==> src/logic/dyn_pkg.sv <==
// Purpose: shared constants for the dynamic fan start temperature loop
// Assumes: register index = byte address / 4 on a 32-bit bus
// Notes: temperatures are 8-bit codes; measured values carry two quarter bits
package dyn_pkg;
    // register indices
    localparam logic [7:0] IDX_TARGET_A = 8'h5a;
    localparam logic [7:0] IDX_TARGET_B = 8'h5b;
    localparam logic [7:0] IDX_HYST = 8'h64;
    localparam logic [7:0] IDX_LIMITS_A = 8'h70;
    localparam logic [7:0] IDX_LIMITS_B = 8'h71;
    localparam logic [7:0] IDX_START_A = 8'h72;
    localparam logic [7:0] IDX_START_B = 8'h73;
    localparam logic [7:0] IDX_CFG = 8'h74;
    localparam logic [7:0] IDX_STATUS = 8'h75;
    localparam logic [7:0] IDX_MASK = 8'h76;
    // reset values
    localparam logic [7:0] TARGET_RESET = 8'ha4;
    localparam logic [7:0] HYST_RESET = 8'h40;
    localparam logic [31:0] LIMITS_RESET = 32'h40a49e60;
    localparam logic [7:0] START_RESET = 8'h90;
    localparam logic [31:0] CFG_RESET = 32'h00000000;
    // field positions
    localparam int HYST_LSB = 4;
    localparam int LOW_LSB = 0;
    localparam int HIGH_LSB = 8;
    localparam int CRIT_LSB = 16;
    localparam int MIN_DUTY_LSB = 24;
    localparam int CODE_A_LSB = 0;
    localparam int CODE_B_LSB = 3;
    localparam int SLOPE_A_LSB = 8;
    localparam int SLOPE_B_LSB = 10;
    localparam int ENABLE_BIT = 16;
    localparam int ST_LOW_A = 0;
    localparam int ST_HIGH_A = 1;
    localparam int ST_LOW_B = 2;
    localparam int ST_HIGH_B = 3;
    localparam int NUM_EVENTS = 4;
    // loop timing and arithmetic
    localparam int CYCLE_W = 11;
    localparam int BASE_SHIFT = 3;
    localparam logic [10:0] RISE_DEADBAND = 11'h001;
    localparam logic [7:0] CRIT_HYST = 8'h04;
    localparam logic [1:0] SLOPE_MAX = 2'h3;
    localparam logic [7:0] FULL_DUTY = 8'hff;
    // bus encodings
    localparam logic [1:0] HTRANS_NONSEQ = 2'h2;
    localparam logic HRESP_OKAY = 1'h0;
endpackage

==> src/logic/zone_if.sv <==
// Purpose: settings and results passed between the top and one zone loop
// Assumes: single clock domain
// Notes: temp is an 8.2 fixed point code
`timescale 1ns/1ns
interface zone_if;
    logic [9:0] temp;
    logic tick;
    logic enable;
    logic [7:0] target;
    logic [3:0] hyst;
    logic [7:0] low;
    logic [7:0] high;
    logic [7:0] crit;
    logic [7:0] min_duty;
    logic [2:0] code;
    logic [1:0] slope;
    logic start_we;
    logic [7:0] start_wdata;
    logic [7:0] fan_start;
    logic [7:0] duty;
    logic fan_on;
    logic full;
    logic low_evt;
    logic high_evt;
    modport ctrl (output temp, tick, enable, target, hyst, low, high, crit, min_duty,
        code, slope, start_we, start_wdata,
        input fan_start, duty, fan_on, full, low_evt, high_evt);
    modport loop (input temp, tick, enable, target, hyst, low, high, crit, min_duty,
        code, slope, start_we, start_wdata,
        output fan_start, duty, fan_on, full, low_evt, high_evt);
endinterface // zone_if

==> src/logic/dyn_fan_start_top.sv <==
// Purpose: AHB-Lite register file and two dynamic fan start temperature zones
// Assumes: temperatures and monitor_tick are synchronous to hclk
// Notes: zero wait state slave; every response is OKAY
// Functional notes
// below low limit sets status flag
// above high limit sets status flag
// fan runs at fan start temperature
// loop adjusts only fan start temperature
// above critical limit drive full duty
// slope setting sets duty per degree
// zone too cool raises start temperature
// target exceeded lowers start temperature
// two independent 8-bit zone targets
// targets reset to 0xa4
// lowering begins above target minus hysteresis
// hysteresis in bits 7:4, reset 0x40
// software sets basic loop first
// short cycle every n, long every 2n
// lower two degrees per degree rise
// above target lower one per long cycle
// raise only when all four conditions hold
// start temperature never wraps
//
// Register access over AHB-Lite was left to the implementer.
`timescale 1ns/1ns
module dyn_fan_start_top
    import dyn_pkg::*;
(
    input wire logic hclk,
    input wire logic hresetn,
    input wire logic hsel,
    input wire logic [31:0] haddr,
    input wire logic [1:0] htrans,
    input wire logic hwrite,
    input wire logic [2:0] hsize,
    input wire logic [31:0] hwdata,
    input wire logic hready,
    output logic hreadyout,
    output logic hresp,
    output logic [31:0] hrdata,
    input wire logic [9:0] temp_a,
    input wire logic [9:0] temp_b,
    input wire logic monitor_tick,
    output logic [7:0] fan_duty_a,
    output logic [7:0] fan_duty_b,
    output logic fan_on_a,
    output logic fan_on_b,
    output logic full_speed,
    output logic irq
);
    typedef struct packed {
        logic [7:0] target_a;
        logic [7:0] target_b;
        logic [7:0] hyst;
        logic [31:0] limits_a;
        logic [31:0] limits_b;
        logic [31:0] cfg;
        logic [NUM_EVENTS-1:0] status;
        logic [NUM_EVENTS-1:0] mask;
        logic wr_pend;
        logic [7:0] wr_idx;
        logic [31:0] rdata;
    } top_s;

    top_s st;
    top_s next_st;
    logic take;
    logic [7:0] a_idx;
    logic [NUM_EVENTS-1:0] events;

    zone_if za ();
    zone_if zb ();

    // address phase is accepted only on a valid NONSEQ or SEQ transfer
    assign take = hsel && hready && htrans[1];
    assign a_idx = haddr[9:2];
    assign events = {zb.high_evt, zb.low_evt, za.high_evt, za.low_evt};

    // settings fanned out to the zone loops
    assign za.temp = temp_a;
    assign za.tick = monitor_tick;
    assign za.enable = st.cfg[ENABLE_BIT];
    assign za.target = st.target_a;
    assign za.hyst = st.hyst[HYST_LSB +: 4];
    assign za.low = st.limits_a[LOW_LSB +: 8];
    assign za.high = st.limits_a[HIGH_LSB +: 8];
    assign za.crit = st.limits_a[CRIT_LSB +: 8];
    assign za.min_duty = st.limits_a[MIN_DUTY_LSB +: 8];
    assign za.code = st.cfg[CODE_A_LSB +: 3];
    assign za.slope = st.cfg[SLOPE_A_LSB +: 2];
    assign za.start_we = st.wr_pend && st.wr_idx == IDX_START_A;
    assign za.start_wdata = hwdata[7:0];
    assign zb.temp = temp_b;
    assign zb.tick = monitor_tick;
    assign zb.enable = st.cfg[ENABLE_BIT];
    assign zb.target = st.target_b;
    assign zb.hyst = st.hyst[HYST_LSB +: 4];
    assign zb.low = st.limits_b[LOW_LSB +: 8];
    assign zb.high = st.limits_b[HIGH_LSB +: 8];
    assign zb.crit = st.limits_b[CRIT_LSB +: 8];
    assign zb.min_duty = st.limits_b[MIN_DUTY_LSB +: 8];
    assign zb.code = st.cfg[CODE_B_LSB +: 3];
    assign zb.slope = st.cfg[SLOPE_B_LSB +: 2];
    assign zb.start_we = st.wr_pend && st.wr_idx == IDX_START_B;
    assign zb.start_wdata = hwdata[7:0];

    dyn_zone_loop u_zone_a (
        .hclk(hclk),
        .hresetn(hresetn),
        .z(za.loop)
    );

    dyn_zone_loop u_zone_b (
        .hclk(hclk),
        .hresetn(hresetn),
        .z(zb.loop)
    );

    // bus decode, register writes and sticky status
    always_comb begin
        logic [NUM_EVENTS-1:0] clr;
        clr = '0;
        next_st = st;
        next_st.wr_pend = take && hwrite;
        if (take) begin
            next_st.wr_idx = a_idx;
        end
        // read data is captured in the address phase so it comes from flops
        if (take && !hwrite) begin
            case (a_idx)
                IDX_TARGET_A: next_st.rdata = {24'h0, st.target_a};
                IDX_TARGET_B: next_st.rdata = {24'h0, st.target_b};
                IDX_HYST: next_st.rdata = {24'h0, st.hyst};
                IDX_LIMITS_A: next_st.rdata = st.limits_a;
                IDX_LIMITS_B: next_st.rdata = st.limits_b;
                IDX_START_A: next_st.rdata = {24'h0, za.fan_start};
                IDX_START_B: next_st.rdata = {24'h0, zb.fan_start};
                IDX_CFG: next_st.rdata = st.cfg;
                IDX_STATUS: next_st.rdata = {28'h0, st.status};
                IDX_MASK: next_st.rdata = {28'h0, st.mask};
                default: next_st.rdata = 32'h0;
            endcase
        end
        if (st.wr_pend) begin
            case (st.wr_idx)
                IDX_TARGET_A: next_st.target_a = hwdata[7:0];
                IDX_TARGET_B: next_st.target_b = hwdata[7:0];
                IDX_HYST: next_st.hyst = {hwdata[7:4], 4'h0};
                IDX_LIMITS_A: next_st.limits_a = hwdata;
                IDX_LIMITS_B: next_st.limits_b = hwdata;
                IDX_CFG: next_st.cfg = hwdata & 32'h00010f3f;
                IDX_STATUS: clr = hwdata[NUM_EVENTS-1:0];
                IDX_MASK: next_st.mask = hwdata[NUM_EVENTS-1:0];
                default: ;
            endcase
        end
        // a new event in the clearing cycle stays set
        next_st.status = (st.status & ~clr) | events;
    end

    // state register
    always_ff @(posedge hclk or negedge hresetn) begin
        if (!hresetn) begin
            st <= '{target_a: TARGET_RESET, target_b: TARGET_RESET,
                hyst: HYST_RESET, limits_a: LIMITS_RESET,
                limits_b: LIMITS_RESET, cfg: CFG_RESET, default: '0};
        end else begin
            st <= next_st;
        end
    end

    assign hreadyout = 1'b1;
    assign hresp = HRESP_OKAY;
    assign hrdata = st.rdata;
    assign fan_duty_a = za.duty;
    assign fan_duty_b = zb.duty;
    assign fan_on_a = za.fan_on;
    assign fan_on_b = zb.fan_on;
    assign full_speed = za.full || zb.full;
    assign irq = |(st.status & st.mask);
endmodule // dyn_fan_start_top

==> src/logic/dyn_zone_loop.sv <==
// Purpose: fan start temperature adjustment and fan drive for one zone
// Assumes: tick is a one-cycle pulse per monitoring cycle
// Notes: cycle counter wraps at 2048, a multiple of every long period
`timescale 1ns/1ns
module dyn_zone_loop
    import dyn_pkg::*;
(
    input wire logic hclk,
    input wire logic hresetn,
    zone_if.loop z
);
    typedef struct packed {
        logic [7:0] fan_start;
        logic [9:0] prev_temp;
        logic [CYCLE_W-1:0] cnt;
        logic full;
        logic fan_on;
        logic [7:0] duty;
        logic low_evt;
        logic high_evt;
    } zone_s;

    zone_s st;
    zone_s next_st;

    // one monitoring cycle worth of decisions
    always_comb begin
        logic [7:0] t_int;
        logic [8:0] floor_th;
        logic [10:0] rise;
        logic [10:0] acc;
        logic [10:0] dec;
        logic [CYCLE_W-1:0] n_mask;
        logic short_hit;
        logic long_hit;
        logic [7:0] delta;
        logic [15:0] dsum;
        t_int = z.temp[9:2];
        delta = t_int - st.fan_start;
        dsum = {8'h00, z.min_duty} + ({8'h00, delta} << (SLOPE_MAX - z.slope));
        floor_th = {1'b0, z.target} - {5'h00, z.hyst};
        rise = {1'b0, z.temp} - {1'b0, st.prev_temp};
        dec = {1'b0, rise[10:1]};
        n_mask = (CYCLE_W'(1) << (BASE_SHIFT + int'(z.code))) - CYCLE_W'(1);
        short_hit = (st.cnt & n_mask) == '0;
        long_hit = short_hit && !st.cnt[BASE_SHIFT + int'(z.code)];
        acc = {3'h0, st.fan_start};
        next_st = st;
        next_st.low_evt = 1'b0;
        next_st.high_evt = 1'b0;
        if (z.tick) begin
            next_st.cnt = st.cnt + CYCLE_W'(1);
            next_st.prev_temp = z.temp;
            next_st.low_evt = t_int < z.low;
            next_st.high_evt = t_int > z.high;
            // a fall shows as a huge unsigned rise, so rise[10] screens it out
            if (z.enable && short_hit && !floor_th[8] && {1'b0, t_int} > floor_th &&
                !rise[10] && rise > RISE_DEADBAND) begin
                acc = (acc > dec) ? acc - dec : 11'h000;
            end
            if (z.enable && long_hit) begin
                if (t_int > z.target) begin
                    acc = (acc != 11'h000) ? acc - 11'h001 : 11'h000;
                end else if (t_int < z.low && t_int > st.fan_start &&
                    st.fan_start < z.high && st.fan_start < z.target) begin
                    acc = acc + 11'h001; // never exceeds high, so no wrap R18
                end
            end
            next_st.fan_start = acc[7:0];
        end
        // software load of the start temperature wins over adjustment
        if (z.start_we) begin
            next_st.fan_start = z.start_wdata;
        end
        // critical limit with a fixed release band
        if (t_int > z.crit) begin
            next_st.full = 1'b1;
        end else if ({1'b0, t_int} < ({1'b0, z.crit} - {1'b0, CRIT_HYST})) begin
            next_st.full = 1'b0;
        end
        next_st.fan_on = t_int >= st.fan_start;
        // duty follows the new on and full states so the fan pins never disagree
        if (next_st.full) begin
            next_st.duty = FULL_DUTY;
        end else if (next_st.fan_on) begin
            next_st.duty = (dsum[15:8] != 8'h00) ? FULL_DUTY : dsum[7:0];
        end else begin
            next_st.duty = 8'h00;
        end
    end

    // state register
    always_ff @(posedge hclk or negedge hresetn) begin
        if (!hresetn) begin
            st <= '{fan_start: START_RESET, default: '0};
        end else begin
            st <= next_st;
        end
    end

    assign z.fan_start = st.fan_start;
    assign z.duty = st.duty;
    assign z.fan_on = st.fan_on || st.full;
    assign z.full = st.full;
    assign z.low_evt = st.low_evt;
    assign z.high_evt = st.high_evt;
endmodule // dyn_zone_loop

==> config.mk <==
export PLATFORM = sky130hd
export DESIGN_NAME = dyn_fan_start_top
export DESIGN_NICKNAME = d
export VERILOG_FILES = /design/src/logic/dyn_pkg.sv /design/src/logic/zone_if.sv /design/src/logic/dyn_fan_start_top.sv /design/src/logic/dyn_zone_loop.sv
export SDC_FILE = /design/constraint.sdc
export NUM_CORES = 1
export LEC_CHECK = 0
export BUFFER_PORTS_ARGS = -buffer_cell sky130_fd_sc_hd__buf_2
export CAP_MARGIN = 20
export CORE_UTILIZATION = 62
export CTS_CLUSTER_SIZE = 14
export DETAILED_ROUTE_END_ITERATION = 10
export PLACE_DENSITY_LB_ADDON = 0.12
export SYNTH_ARGS = -nofsm -noshare
export SYNTH_HDL_FRONTEND = slang
export SYNTH_SLANG_ARGS = --single-unit
==> constraint.sdc <==
create_clock -name hclk -period 7.55 [get_ports hclk]
set_input_delay 0.3775 -clock hclk [delete_from_list [all_inputs] [get_ports hclk]]
set_output_delay 0.3775 -clock hclk [all_outputs]
set_load 0.02 [all_outputs]
* Yosys cells after proc, flatten, opt, wreduce, memory -nomap -nowiden *
Index checks and enable logic that the tools add are counted.

storage, ports and cells
  bits of input ports = 95
  register bits after elaboration = 226
  memories kept = 0
  word-level logic and storage cells = 198
  RAM bits = 0
  memory bits (read-only) = 0
  bits in latches = 0

operators by class
  $mul = 0
  bitwise logic cells = 6
  reductions and logical operators = 52
  muxes and demuxes = 39
  equal/unequal tests = 20
  order comparisons = 26
  div/mod/pow operators = 0
  shifts and indexed selects = 4
  add/sub/neg operators = 24

operators with widths
  kind                     count
  $pmux W32 S10            1
  $eq A8 B7 Y1 const B     20
  $mux W8                  16
  $mux W11                 6
  $gt A8 B8 Y1             8
  $lt A32 B6 Y1 const B    2
  $shl A1 B32 Y11 const A  2
  $mux W29                 2
  $lt A8 B8 Y1             6
  $add A8 B16 Y16          2
  $shl A8 B2 Y16           2
  $logic_and A1 B1 Y1      26
  $add A11 B1 Y11 const B  2
  $and A11 B11 Y11         2
  $gt A11 B1 Y1 const B    2
  $logic_not A11 Y1        2
  $reduce_bool A11 Y1      2
  $sub A10 B10 Y11         2
  $sub A11 B2 Y11 const B  2
  $sub A8 B10 Y11          2
  $gt A8 B10 Y1            2
  $gt A8 B9 Y1             2
  $lt A8 B9 Y1             2
  $sub A8 B3 Y9 const B    2
  20 further kinds         54

* Logic depth before layout (Yosys ltp) *
Gate-level depths: netlist of run 1.

  word-level depth = 18
  mapped depth = 25

* By module *
Synthesis of run 1 repeated with hierarchy kept, for this count alone.

unflattened totals
  cell total of the unflattened synthesis = 2227
  area, all modules = 20225.6 um2

by module, submodules not included
  module                     cells each  instances  sequential area each (um2)  area an instance (um2)
  dyn_fan_start_top          533         1          3639.7                      6799.0
  dyn_zone_loop at u_zone_b  835         1          1028.5                      6730.2
  dyn_zone_loop at u_zone_a  859         1          1028.5                      6696.4

* Worst setup path before layout of run 1 *
Ideal clock, no wire load.

  kind = register to register
  start point = register st[49] in the netlist's numbering
  end point = register u_zone_a.st (netlist bit u_zone_a.z.fan_start[4])
  buffers on the path = 4
  period minus slack after synthesis = 5482 ps
  data required time = 7430 ps
  setup slack = 2068 ps
  arrival = 5362 ps
  stages on the path, launching flop included = 25
  cells stage by stage = dfrtp_1 -> clkbuf_1 -> inv_1 -> ha_1 -> buf_4 -> xor2_1 -> nand3_1 -> ha_1 -> o31ai_2 -> a211oi_2 -> o311a_1 -> or4_1 -> or4_1 -> buf_2 -> nor3_2 -> buf_2 -> mux2i_1 -> inv_1 -> ha_1 -> or3b_2 -> nor4_1 -> a41oi_1 -> o22ai_1 -> mux2i_1 -> o311ai_0

between the ends
  word-level cells in the longest chain between the ends = 18

RTL lines
  item                                   RTL line                                  text
  from (decl)                            dyn_fan_start_top.sv:65                   top_s st;
  from (signal assigned)                 dyn_fan_start_top.sv:164                  st <= '{target_a: TARGET_RESET, target_b: TARGET_RESET,
  from (signal assigned)                 dyn_fan_start_top.sv:168                  st <= next_st;
  $add A2 B3 Y4 *                        dyn_zone_loop.sv:44, dyn_zone_loop.sv:46
  $shl A1 B32 Y11                        dyn_zone_loop.sv:44                       n_mask = (CYCLE_W'(1) << (BASE_SHIFT + int'(z.code))) - CYCLE_W'(1);
  $sub A11 B2 Y11                        dyn_zone_loop.sv:44
  $and A11 B11 Y11                       dyn_zone_loop.sv:45                       short_hit = (st.cnt & n_mask) == '0;
  $logic_not A11 Y1                      dyn_zone_loop.sv:45
  $logic_and A1 B1 Y1 (4 in a row)       dyn_zone_loop.sv:57                       if (z.enable && short_hit && !floor_th[8] && {1'b0, t_int} > floor_th &&
  $logic_and A1 B1 Y1                    dyn_zone_loop.sv:58                       !rise[10] && rise > RISE_DEADBAND) begin
  $mux W11                               dyn_zone_loop.sv:57
  $mux W11                               dyn_zone_loop.sv:51                       if (z.tick) begin
  $add A8 B1 Y8 (tied with other cells)  dyn_zone_loop.sv:66                       acc = acc + 11'h001;
  $mux W8, on equally long branches      dyn_zone_loop.sv:64, dyn_zone_loop.sv:63
  $mux W8                                dyn_zone_loop.sv:62                       if (t_int > z.target) begin
  $mux W8 *                              dyn_zone_loop.sv:61                       if (z.enable && long_hit) begin
  $mux W29 *                             dyn_zone_loop.sv:51
  $mux W8 *                              dyn_zone_loop.sv:72                       if (z.start_we) begin
  to (signal assigned)                   dyn_zone_loop.sv:97                       st <= next_st;
  to (decl)                              dyn_zone_loop.sv:23                       zone_s st;

Mark *: on every way between the ends. The rest lies on a longest branch, timed or not. The select of a mux whose other input is x is not followed.
A chain may end at the register's enable or synchronous reset.

* Worst setup path after layout of run 1 *
  start point = register st[49] in the netlist's numbering
  end point = register u_zone_a.st (netlist bit u_zone_a.z.fan_start[2])

The elaborated chain is that of the path after synthesis.

==> run summary, run 1 <==
number of design rule violations left after detail routing: 0
reg2reg setup slack: 1490 ps
maximum clock frequency: 165 MHz
largest net degree at the start of global routing: 106
floorplan die area: 31,300 um2
setup_tns: 0 ps
layout net count: 2,528
design area: 20,500 um2
area share of fa/ha/maj cells after synthesis: 15.3%
Reg-to-Reg End: u_zone_a.z.fan_start[2]
Slowest cell on crit path: sky130_fd_sc_hd__dfrtp_1
wire length of the first global-routing pass: 87,300 um
Final Hold Viols: 0
clock tree from TritonCTS: done
most repeated cell in the gate-level netlist after synthesis: sky130_fd_sc_hd__ha_1
number of detailed-route iterations in the first pass: 6
initial cell density of the core: 63.5%
Max H-tree Level: 1
R2R Path Start: st[49]
final instance count without filler cells: 2,619
number of antenna violations at the first check in global routing: 2
power density over the cells: 239 nW/um2
largest delay contributor family on the critical path: simple AND/OR/NAND/NOR gates
placed cell count: 2,565
overall via count from detail_route: 16,800
post-CTS sizing: 0
cell area after technology mapping: 19,000 um2
Final setup violation count: 0
number of buffers and inverters on the critical path: 2
min Tclk post-route: 6060 ps
syn nets: 2,492
length in cells of the worst reg-to-reg path: 22
critical path endpoint: u_zone_a.z.fan_start[2]
flip-flop and latch count after synthesis: 226
Worst setup startpoint: st[49]
drt total wl: 56,000 um
Syn-to-layout area delta: 8.16%
final estimated routing congestion in global placement: 0.960
longest individual stage delay on the worst path: 670 ps
core occupancy in the finished layout: 68.7%
CTS Buffer Depth: 3
Sequential cell area: 5700 um2
Post-synth EDFFs: 0
Period Utilization, post-route: 80.2%
synthesized instance count: 2,171
combinational family with the most area after synthesis: compound AO/OA/AOI/OAI gates
sequential share of the synthesized area: 30.0%
core area: 29,900 um2
Hold Path Stages: 3
post-synthesis share of cell area spent on xor and xnor gates: 4.11%
combined area of the multi-input logic cells: 11,900 um2
IO Count: 149
standard cell area after detailed placement: 19,500 um2
setup clock skew after layout: 12.9 ps
worst vdd rail ir drop: 0.176 mV
required time of the critical path: 7960 ps
status: finished clean
Avg Cell Area, Syn: 8.74 um2
CP startpoint kind: register
primary flip-flop cell chosen by synthesis mapping: sky130_fd_sc_hd__dfrtp_1
Inserted Clock Buffers: 27
post-synthesis cell type with the largest combined area: sky130_fd_sc_hd__dfrtp_1
overall track demand over capacity in global routing: 35.7%
type of the tightest min-delay check: input port to register
Worst-Margin Slew: 1190 ps
number of warnings printed during yosys synthesis: 0
Filler Cell Count: 2,470
area fraction in and, or, nand and nor cells after synthesis: 16.1%
fraction of the mapped netlist area in compound gates: 19.8%
synth unique cells: 90
Levels on crit path: 22
Synth area leaders: sky130_fd_sc_hd__dfrtp_1, sky130_fd_sc_hd__ha_1, sky130_fd_sc_hd__o21ai_0, sky130_fd_sc_hd__dfstp_2, sky130_fd_sc_hd__mux2_2
clock sink count: 226
kind of end point of the critical path: register
fraction of layout cells with a size suffix above 1: 15.0%
HPWL after DPL: 41,800 um
Commonest cells post-synth: sky130_fd_sc_hd__ha_1, sky130_fd_sc_hd__nand2_1, sky130_fd_sc_hd__dfrtp_1, sky130_fd_sc_hd__o21ai_0, sky130_fd_sc_hd__inv_1
critical path class: register to register
wire per inst: 21.4 um
clock-pin transition on the worst setup and hold timing paths: 60 ps
die extent in x: 177 um
top cell type's share of synthesized area: 25.5%
root cell of the clock tree: sky130_fd_sc_hd__clkbuf_16
Slew headroom: 20.5%
static power due to leakage: 0.00964 uW
vias in the first global route: 16,100
Post-synth ARST share: 100%
number of port buffers: 118
insertion delay to the later sink of the worst-skew pair: 540 ps
global route overflow: 0
row count: 63
largest fanout of any net on the critical path: 16
data arrival time at the worst-slack endpoint: 6460 ps
cells traversed along the worst timing path: inv_1, ha_1, xor2_1, nand3_1, ha_1, o31ai_2, a211oi_2, nor2_1, or4_1, or4_1, nor3_2, buf_4, nor2_1, a21oi_1, ha_1, nand3_1, nor2_1, nand2_1, mux2i_1, and3b_1, o22ai_1, o21ai_0
count of nets left with antenna violations after detail routing: 0
die height: 177 um
setup repair after global routing missed its margin: false
share of cell area taken by muxes after synthesis: 7.38%
Max Transition Viols Final: 0
maxcap violations: 0
First DRT Iteration DRCs: 1,762
drt via density: 6.42
==> through the flow <==
| stage | setup WS, ps | power, uW | hold WS [ps] |
|---|---|---|---|
| floorplan | 2070 | 2930 | 81.9 |
| global placement | 1570 | 3380 | 410 |
| detailed placement | 1570 | 3430 | 415 |
| CTS | 1530 | 4880 | 51.9 |
| finish | 1490 | 4900 | 69.8 |
| global route | 884 | 5180 | 74.9 |
==> flip-flops by register name, summed over array words and instances (netlist names), 22 cells and up <==
| register | cells |
|---|---|
| st | 96 |
| u_zone_b.st | 22 |
| hrdata | 32 |
| u_zone_a.st | 22 |
==> power breakdown <==
part	internal [uW]	switching [uW]	total, uW
clock	874	558	1430
sequential	1360	217	1570
combinational	761	1130	1890
==> routing by layer <==
| layer | up-vias | track usage, % | part of all wire, % |
|---|---|---|---|
| met5 | - | 0 | 0 |
| met4 | 0 | 12.0 | 3.4 |
| met3 | 124 | 5.24 | 7.8 |
| met2 | 676 | 57.5 | 46 |
| met1 | 8141 | 48.9 | 43 |
| li1 | 7869 | - | - |
==> layout make-up <==
cell class,count,share of cell area (%)
flip-flops and latches,226,27.8
repair buffers,137,3.70
diodes,2,0.0244
multi-input cells,1634,58.1
clock buffers,28,3.36
inverters,181,3.31
well taps,390,2.38
clock inverters,21,1.40
==> worst reg2reg max path, stage by stage, from the launching register on <==
cell	delay [ps]
sky130_fd_sc_hd__dfrtp_1	670
sky130_fd_sc_hd__inv_1	190
sky130_fd_sc_hd__ha_1	430
sky130_fd_sc_hd__xor2_1	250
sky130_fd_sc_hd__nand3_1	130
sky130_fd_sc_hd__ha_1	200
sky130_fd_sc_hd__o31ai_2	110
sky130_fd_sc_hd__a211oi_2	310
sky130_fd_sc_hd__nor2_1	90
sky130_fd_sc_hd__or4_1	540
sky130_fd_sc_hd__or4_1	670
sky130_fd_sc_hd__nor3_2	170
sky130_fd_sc_hd__buf_4	270
sky130_fd_sc_hd__nor2_1	70
sky130_fd_sc_hd__a21oi_1	270
sky130_fd_sc_hd__ha_1	280
sky130_fd_sc_hd__nand3_1	120
sky130_fd_sc_hd__nor2_1	120
sky130_fd_sc_hd__nand2_1	60
sky130_fd_sc_hd__mux2i_1	530
sky130_fd_sc_hd__and3b_1	250
sky130_fd_sc_hd__o22ai_1	120
sky130_fd_sc_hd__o21ai_0	90
==> timing repair <==
action / 4_1_cts / 5_1_grt
endpoints found under the hold margin: 95 / 0
buffers inserted: 0 / 0
hold buffers: 1 / 0
==> cell families (layout without fill, tap and decap cells) <==
| kind of cell | Yosys count | after routing |
|---|---|---|
| flops | 226 | 226 |
| buf+inv | 311 | 367 |
| compound gates | 581 | 581 |
| other cells | 2 | 4 |
| simple gates | 614 | 614 |
| mux | 122 | 122 |
| fa+ha+maj | 226 | 226 |
| xor+xnor | 89 | 89 |
==> placed cells by master (no fill, tap or decap), types with 37 or more instances in the layout <==
| cell | n |
|---|---|
| sky130_fd_sc_hd__nand3_1 | 46 |
| sky130_fd_sc_hd__nand2_1 | 204 |
| sky130_fd_sc_hd__mux2i_1 | 41 |
| sky130_fd_sc_hd__buf_2 | 118 |
| sky130_fd_sc_hd__nand4_1 | 46 |
| sky130_fd_sc_hd__dfrtp_1 | 193 |
| sky130_fd_sc_hd__inv_1 | 180 |
| sky130_fd_sc_hd__o21ai_0 | 187 |
| sky130_fd_sc_hd__a21oi_1 | 113 |
| sky130_fd_sc_hd__nor2_1 | 110 |
| sky130_fd_sc_hd__xnor2_1 | 64 |
| sky130_fd_sc_hd__mux2_2 | 74 |
| sky130_fd_sc_hd__a21o_1 | 51 |
| sky130_fd_sc_hd__ha_1 | 216 |
| sky130_fd_sc_hd__a22oi_1 | 37 |
==> worst min-delay path by stage <==
| stage | startpoint | to | slack, ps |
|---|---|---|---|
| floorplan | hresetn | hrdata[0] | 80 |
| global placement | u_zone_b.z.low_evt | st[47] | 410 |
| detailed placement | u_zone_b.z.low_evt | st[47] | 410 |
| CTS | hwdata[19] | st[100] | 50 |
| global route | hwdata[21] | st[102] | 70 |
| finish | hwdata[19] | st[100] | 70 |
No activity file was read; power rests on OpenSTA's default activity.
==> run 2: changes to the inputs <==
==> constraint.sdc (replaced) <==
create_clock -name hclk -period 5.7 [get_ports hclk]
set_input_delay 0.285 -clock hclk [delete_from_list [all_inputs] [get_ports hclk]]
set_output_delay 0.285 -clock hclk [all_outputs]
set_load 0.02 [all_outputs]
==> run 2 against run 1 <==
  * Global-route usage is 1.1 points higher
  * First-iteration DRC count decreased by 18%
  * Clock skew shrank 2.6 ps
  * Maximum frequency rose by 13%
  * Largest power group unchanged
  * Combinational power up 35%
  * Setup slack lost 1200 ps
  * Cell area increased by 1.8%
  * Count of clock-buffer cells in the layout is 4 higher
  * Critical path depth unchanged
  * Final cell count is 1.7% higher
  * Wire length increased by 3.3%
  * The run now ends with negative hold slack left
==> run summary, run 2 (synthesized netlist as in run 1, its figures left out) <==
kind of end point of the critical path: register
clock sink count: 226
R2R Path Start: za.target[0]
largest net degree at the start of global routing: 120
post-CTS sizing: 0
data arrival time at the worst-slack endpoint: 5790 ps
Period Utilization, post-route: 94.1%
number of port buffers: 118
power density over the cells: 312 nW/um2
Reg-to-Reg End: u_zone_a.z.fan_start[4]
highest-count cells in the layout ignoring fill and taps: sky130_fd_sc_hd__ha_1, sky130_fd_sc_hd__nand2_1, sky130_fd_sc_hd__dfrtp_1
Hold Path Stages: 2
HPWL after DPL: 42,700 um
final instance count without filler cells: 2,663
row count: 63
wire per inst: 21.7 um
fraction of layout cells with a size suffix above 1: 15.4%
Hold-fix buffers, CTS: 24
number of detailed-route iterations in the first pass: 5
Filler Cell Count: 2,415
required time of the critical path: 6130 ps
type of the tightest min-delay check: input port to register
insertion delay to the later sink of the worst-skew pair: 540 ps
Max H-tree Level: 1
placed cell count: 2,586
drt total wl: 57,900 um
clock-pin transition on the worst setup and hold timing paths: 60 ps
setup_tns: 0 ps
layout net count: 2,571
global route overflow: 0
root cell of the clock tree: sky130_fd_sc_hd__clkbuf_16
core area: 29,900 um2
clock tree from TritonCTS: done
number of antenna violations at the first check in global routing: 3
most frequent standard cell in the layout excluding fill and tap cells: sky130_fd_sc_hd__ha_1
Syn-to-layout area delta: 10.1%
floorplan die area: 31,300 um2
status: finished, violations left
wire length of the first global-routing pass: 89,000 um
launch point of the worst hold path: haddr[9]
setup clock skew after layout: 10.3 ps
count of buffers added by post-CTS timing repair for setup: 0
length in cells of the worst reg-to-reg path: 22
final estimated routing congestion in global placement: 1.01
Max Transition Viols Final: 0
count of nets left with antenna violations after detail routing: 0
reg2reg setup slack: 340 ps
flip-flop count of the largest register, all copies and words added: 96
die height: 177 um
worst vdd rail ir drop: 0.325 mV
CP startpoint kind: register
Hold Worst Slack: -4.96 ps
First DRT Iteration DRCs: 1,438
overall via count from detail_route: 17,100
min Tclk post-route: 5360 ps
maxcap violations: 0
initial cell density of the core: 63.5%
Hold Path Sink: st[39]
overall track demand over capacity in global routing: 36.8%
total power consumption of the routed design: 6510 uW
static power due to leakage: 0.00984 uW
drt via density: 6.42
CTS Buffer Depth: 3
die extent in x: 177 um
maximum clock frequency: 186 MHz
vias in the first global route: 16,500
IO Count: 149
Final setup violation count: 0
Worst-Margin Slew: 1160 ps
violated checks: negative hold slack
core occupancy in the finished layout: 69.9%
setup repair after global routing missed its margin: false
critical path class: register to register
largest fanout of any net on the critical path: 8
Slew headroom: 22.7%
number of design rule violations left after detail routing: 0
Final Hold Viols: 1
Inserted Clock Buffers: 27
largest reg by FF count: st
-- run 2: cell count changes in the layout (fill, tap and decap cells not counted), moves of 3 or more --
| cell | change |
|---|---|
| sky130_fd_sc_hd__dlygate4sd3_1 | +23 |
| sky130_fd_sc_hd__buf_4 | +21 |
| sky130_fd_sc_hd__clkbuf_1 | +4 |
| sky130_fd_sc_hd__clkinvlp_4 | -3 |
-- run 2: critical path, cell delays in order, from the launching register on --
cell and delay (ps):
sky130_fd_sc_hd__dfrtp_1 450, sky130_fd_sc_hd__inv_1 100, sky130_fd_sc_hd__ha_1 140, sky130_fd_sc_hd__inv_1 60, sky130_fd_sc_hd__fa_1 400, sky130_fd_sc_hd__a21o_1 170
sky130_fd_sc_hd__a21o_1 210, sky130_fd_sc_hd__nor3_1 190, sky130_fd_sc_hd__xnor2_1 150, sky130_fd_sc_hd__ha_1 240, sky130_fd_sc_hd__nand2_1 80, sky130_fd_sc_hd__o311ai_0 190
sky130_fd_sc_hd__or4_1 630, sky130_fd_sc_hd__nor3_2 370, sky130_fd_sc_hd__a21oi_1 180, sky130_fd_sc_hd__inv_1 150, sky130_fd_sc_hd__ha_1 250, sky130_fd_sc_hd__or3b_2 470
sky130_fd_sc_hd__nor4_1 180, sky130_fd_sc_hd__a41oi_1 80, sky130_fd_sc_hd__o22ai_1 200, sky130_fd_sc_hd__mux2i_1 200, sky130_fd_sc_hd__o311ai_0 140
-- run 2: final cells by class --
cell class,count,area (um2),share of cell area (%)
antenna,3,7.51,0.0359
clock inverter,17,249,1.19
sequential,226,5700,27.3
multi-input combinational,1634,11900,57.0
inverter,181,679,3.25
clock buffer,32,704,3.37
tap,390,488,2.34
timing repair buffer,180,1150,5.51
-- run 2: worst max path at each step --
stage | end | slack [ps] | start
3_3_place_gp | u_zone_a.z.fan_start[4] | 550 | za.target[0]
2_1_floorplan | u_zone_a.z.fan_start[4] | 220 | st[49]
4_1_cts | u_zone_a.z.fan_start[4] | 380 | za.target[0]
6_report | u_zone_a.z.fan_start[4] | 340 | za.target[0]
3_5_place_dp | u_zone_a.z.fan_start[4] | 390 | za.target[0]
5_1_grt | u_zone_a.z.fan_start[4] | 40 | st[49]
-- run 2: layer usage --
layer / GRT usage [%] / part of all wire (%)
met1: 48.5 / 42
met2: 60.4 / 46
met4: 15.0 / 4.4
met5: 0 / 0
met3: 5.33 / 7.5
-- run 2: per-stage QoR --
step,instance area [um2],setup WS [ps]
6_report,20900,337
2_1_floorplan,19000,218
3_5_place_dp,19700,391
5_1_grt,20900,35.7
4_1_cts,20900,381
3_3_place_gp,19700,551
-- run 2: power by group --
group / internal, uW / leakage, uW / total, uW / switching (uW)
Sequential: 1800 / 0.00265 / 2070 / 277
Combinational: 1030 / 0.00673 / 2550 / 1520
Clock: 1150 / 0.000458 / 1880 / 731
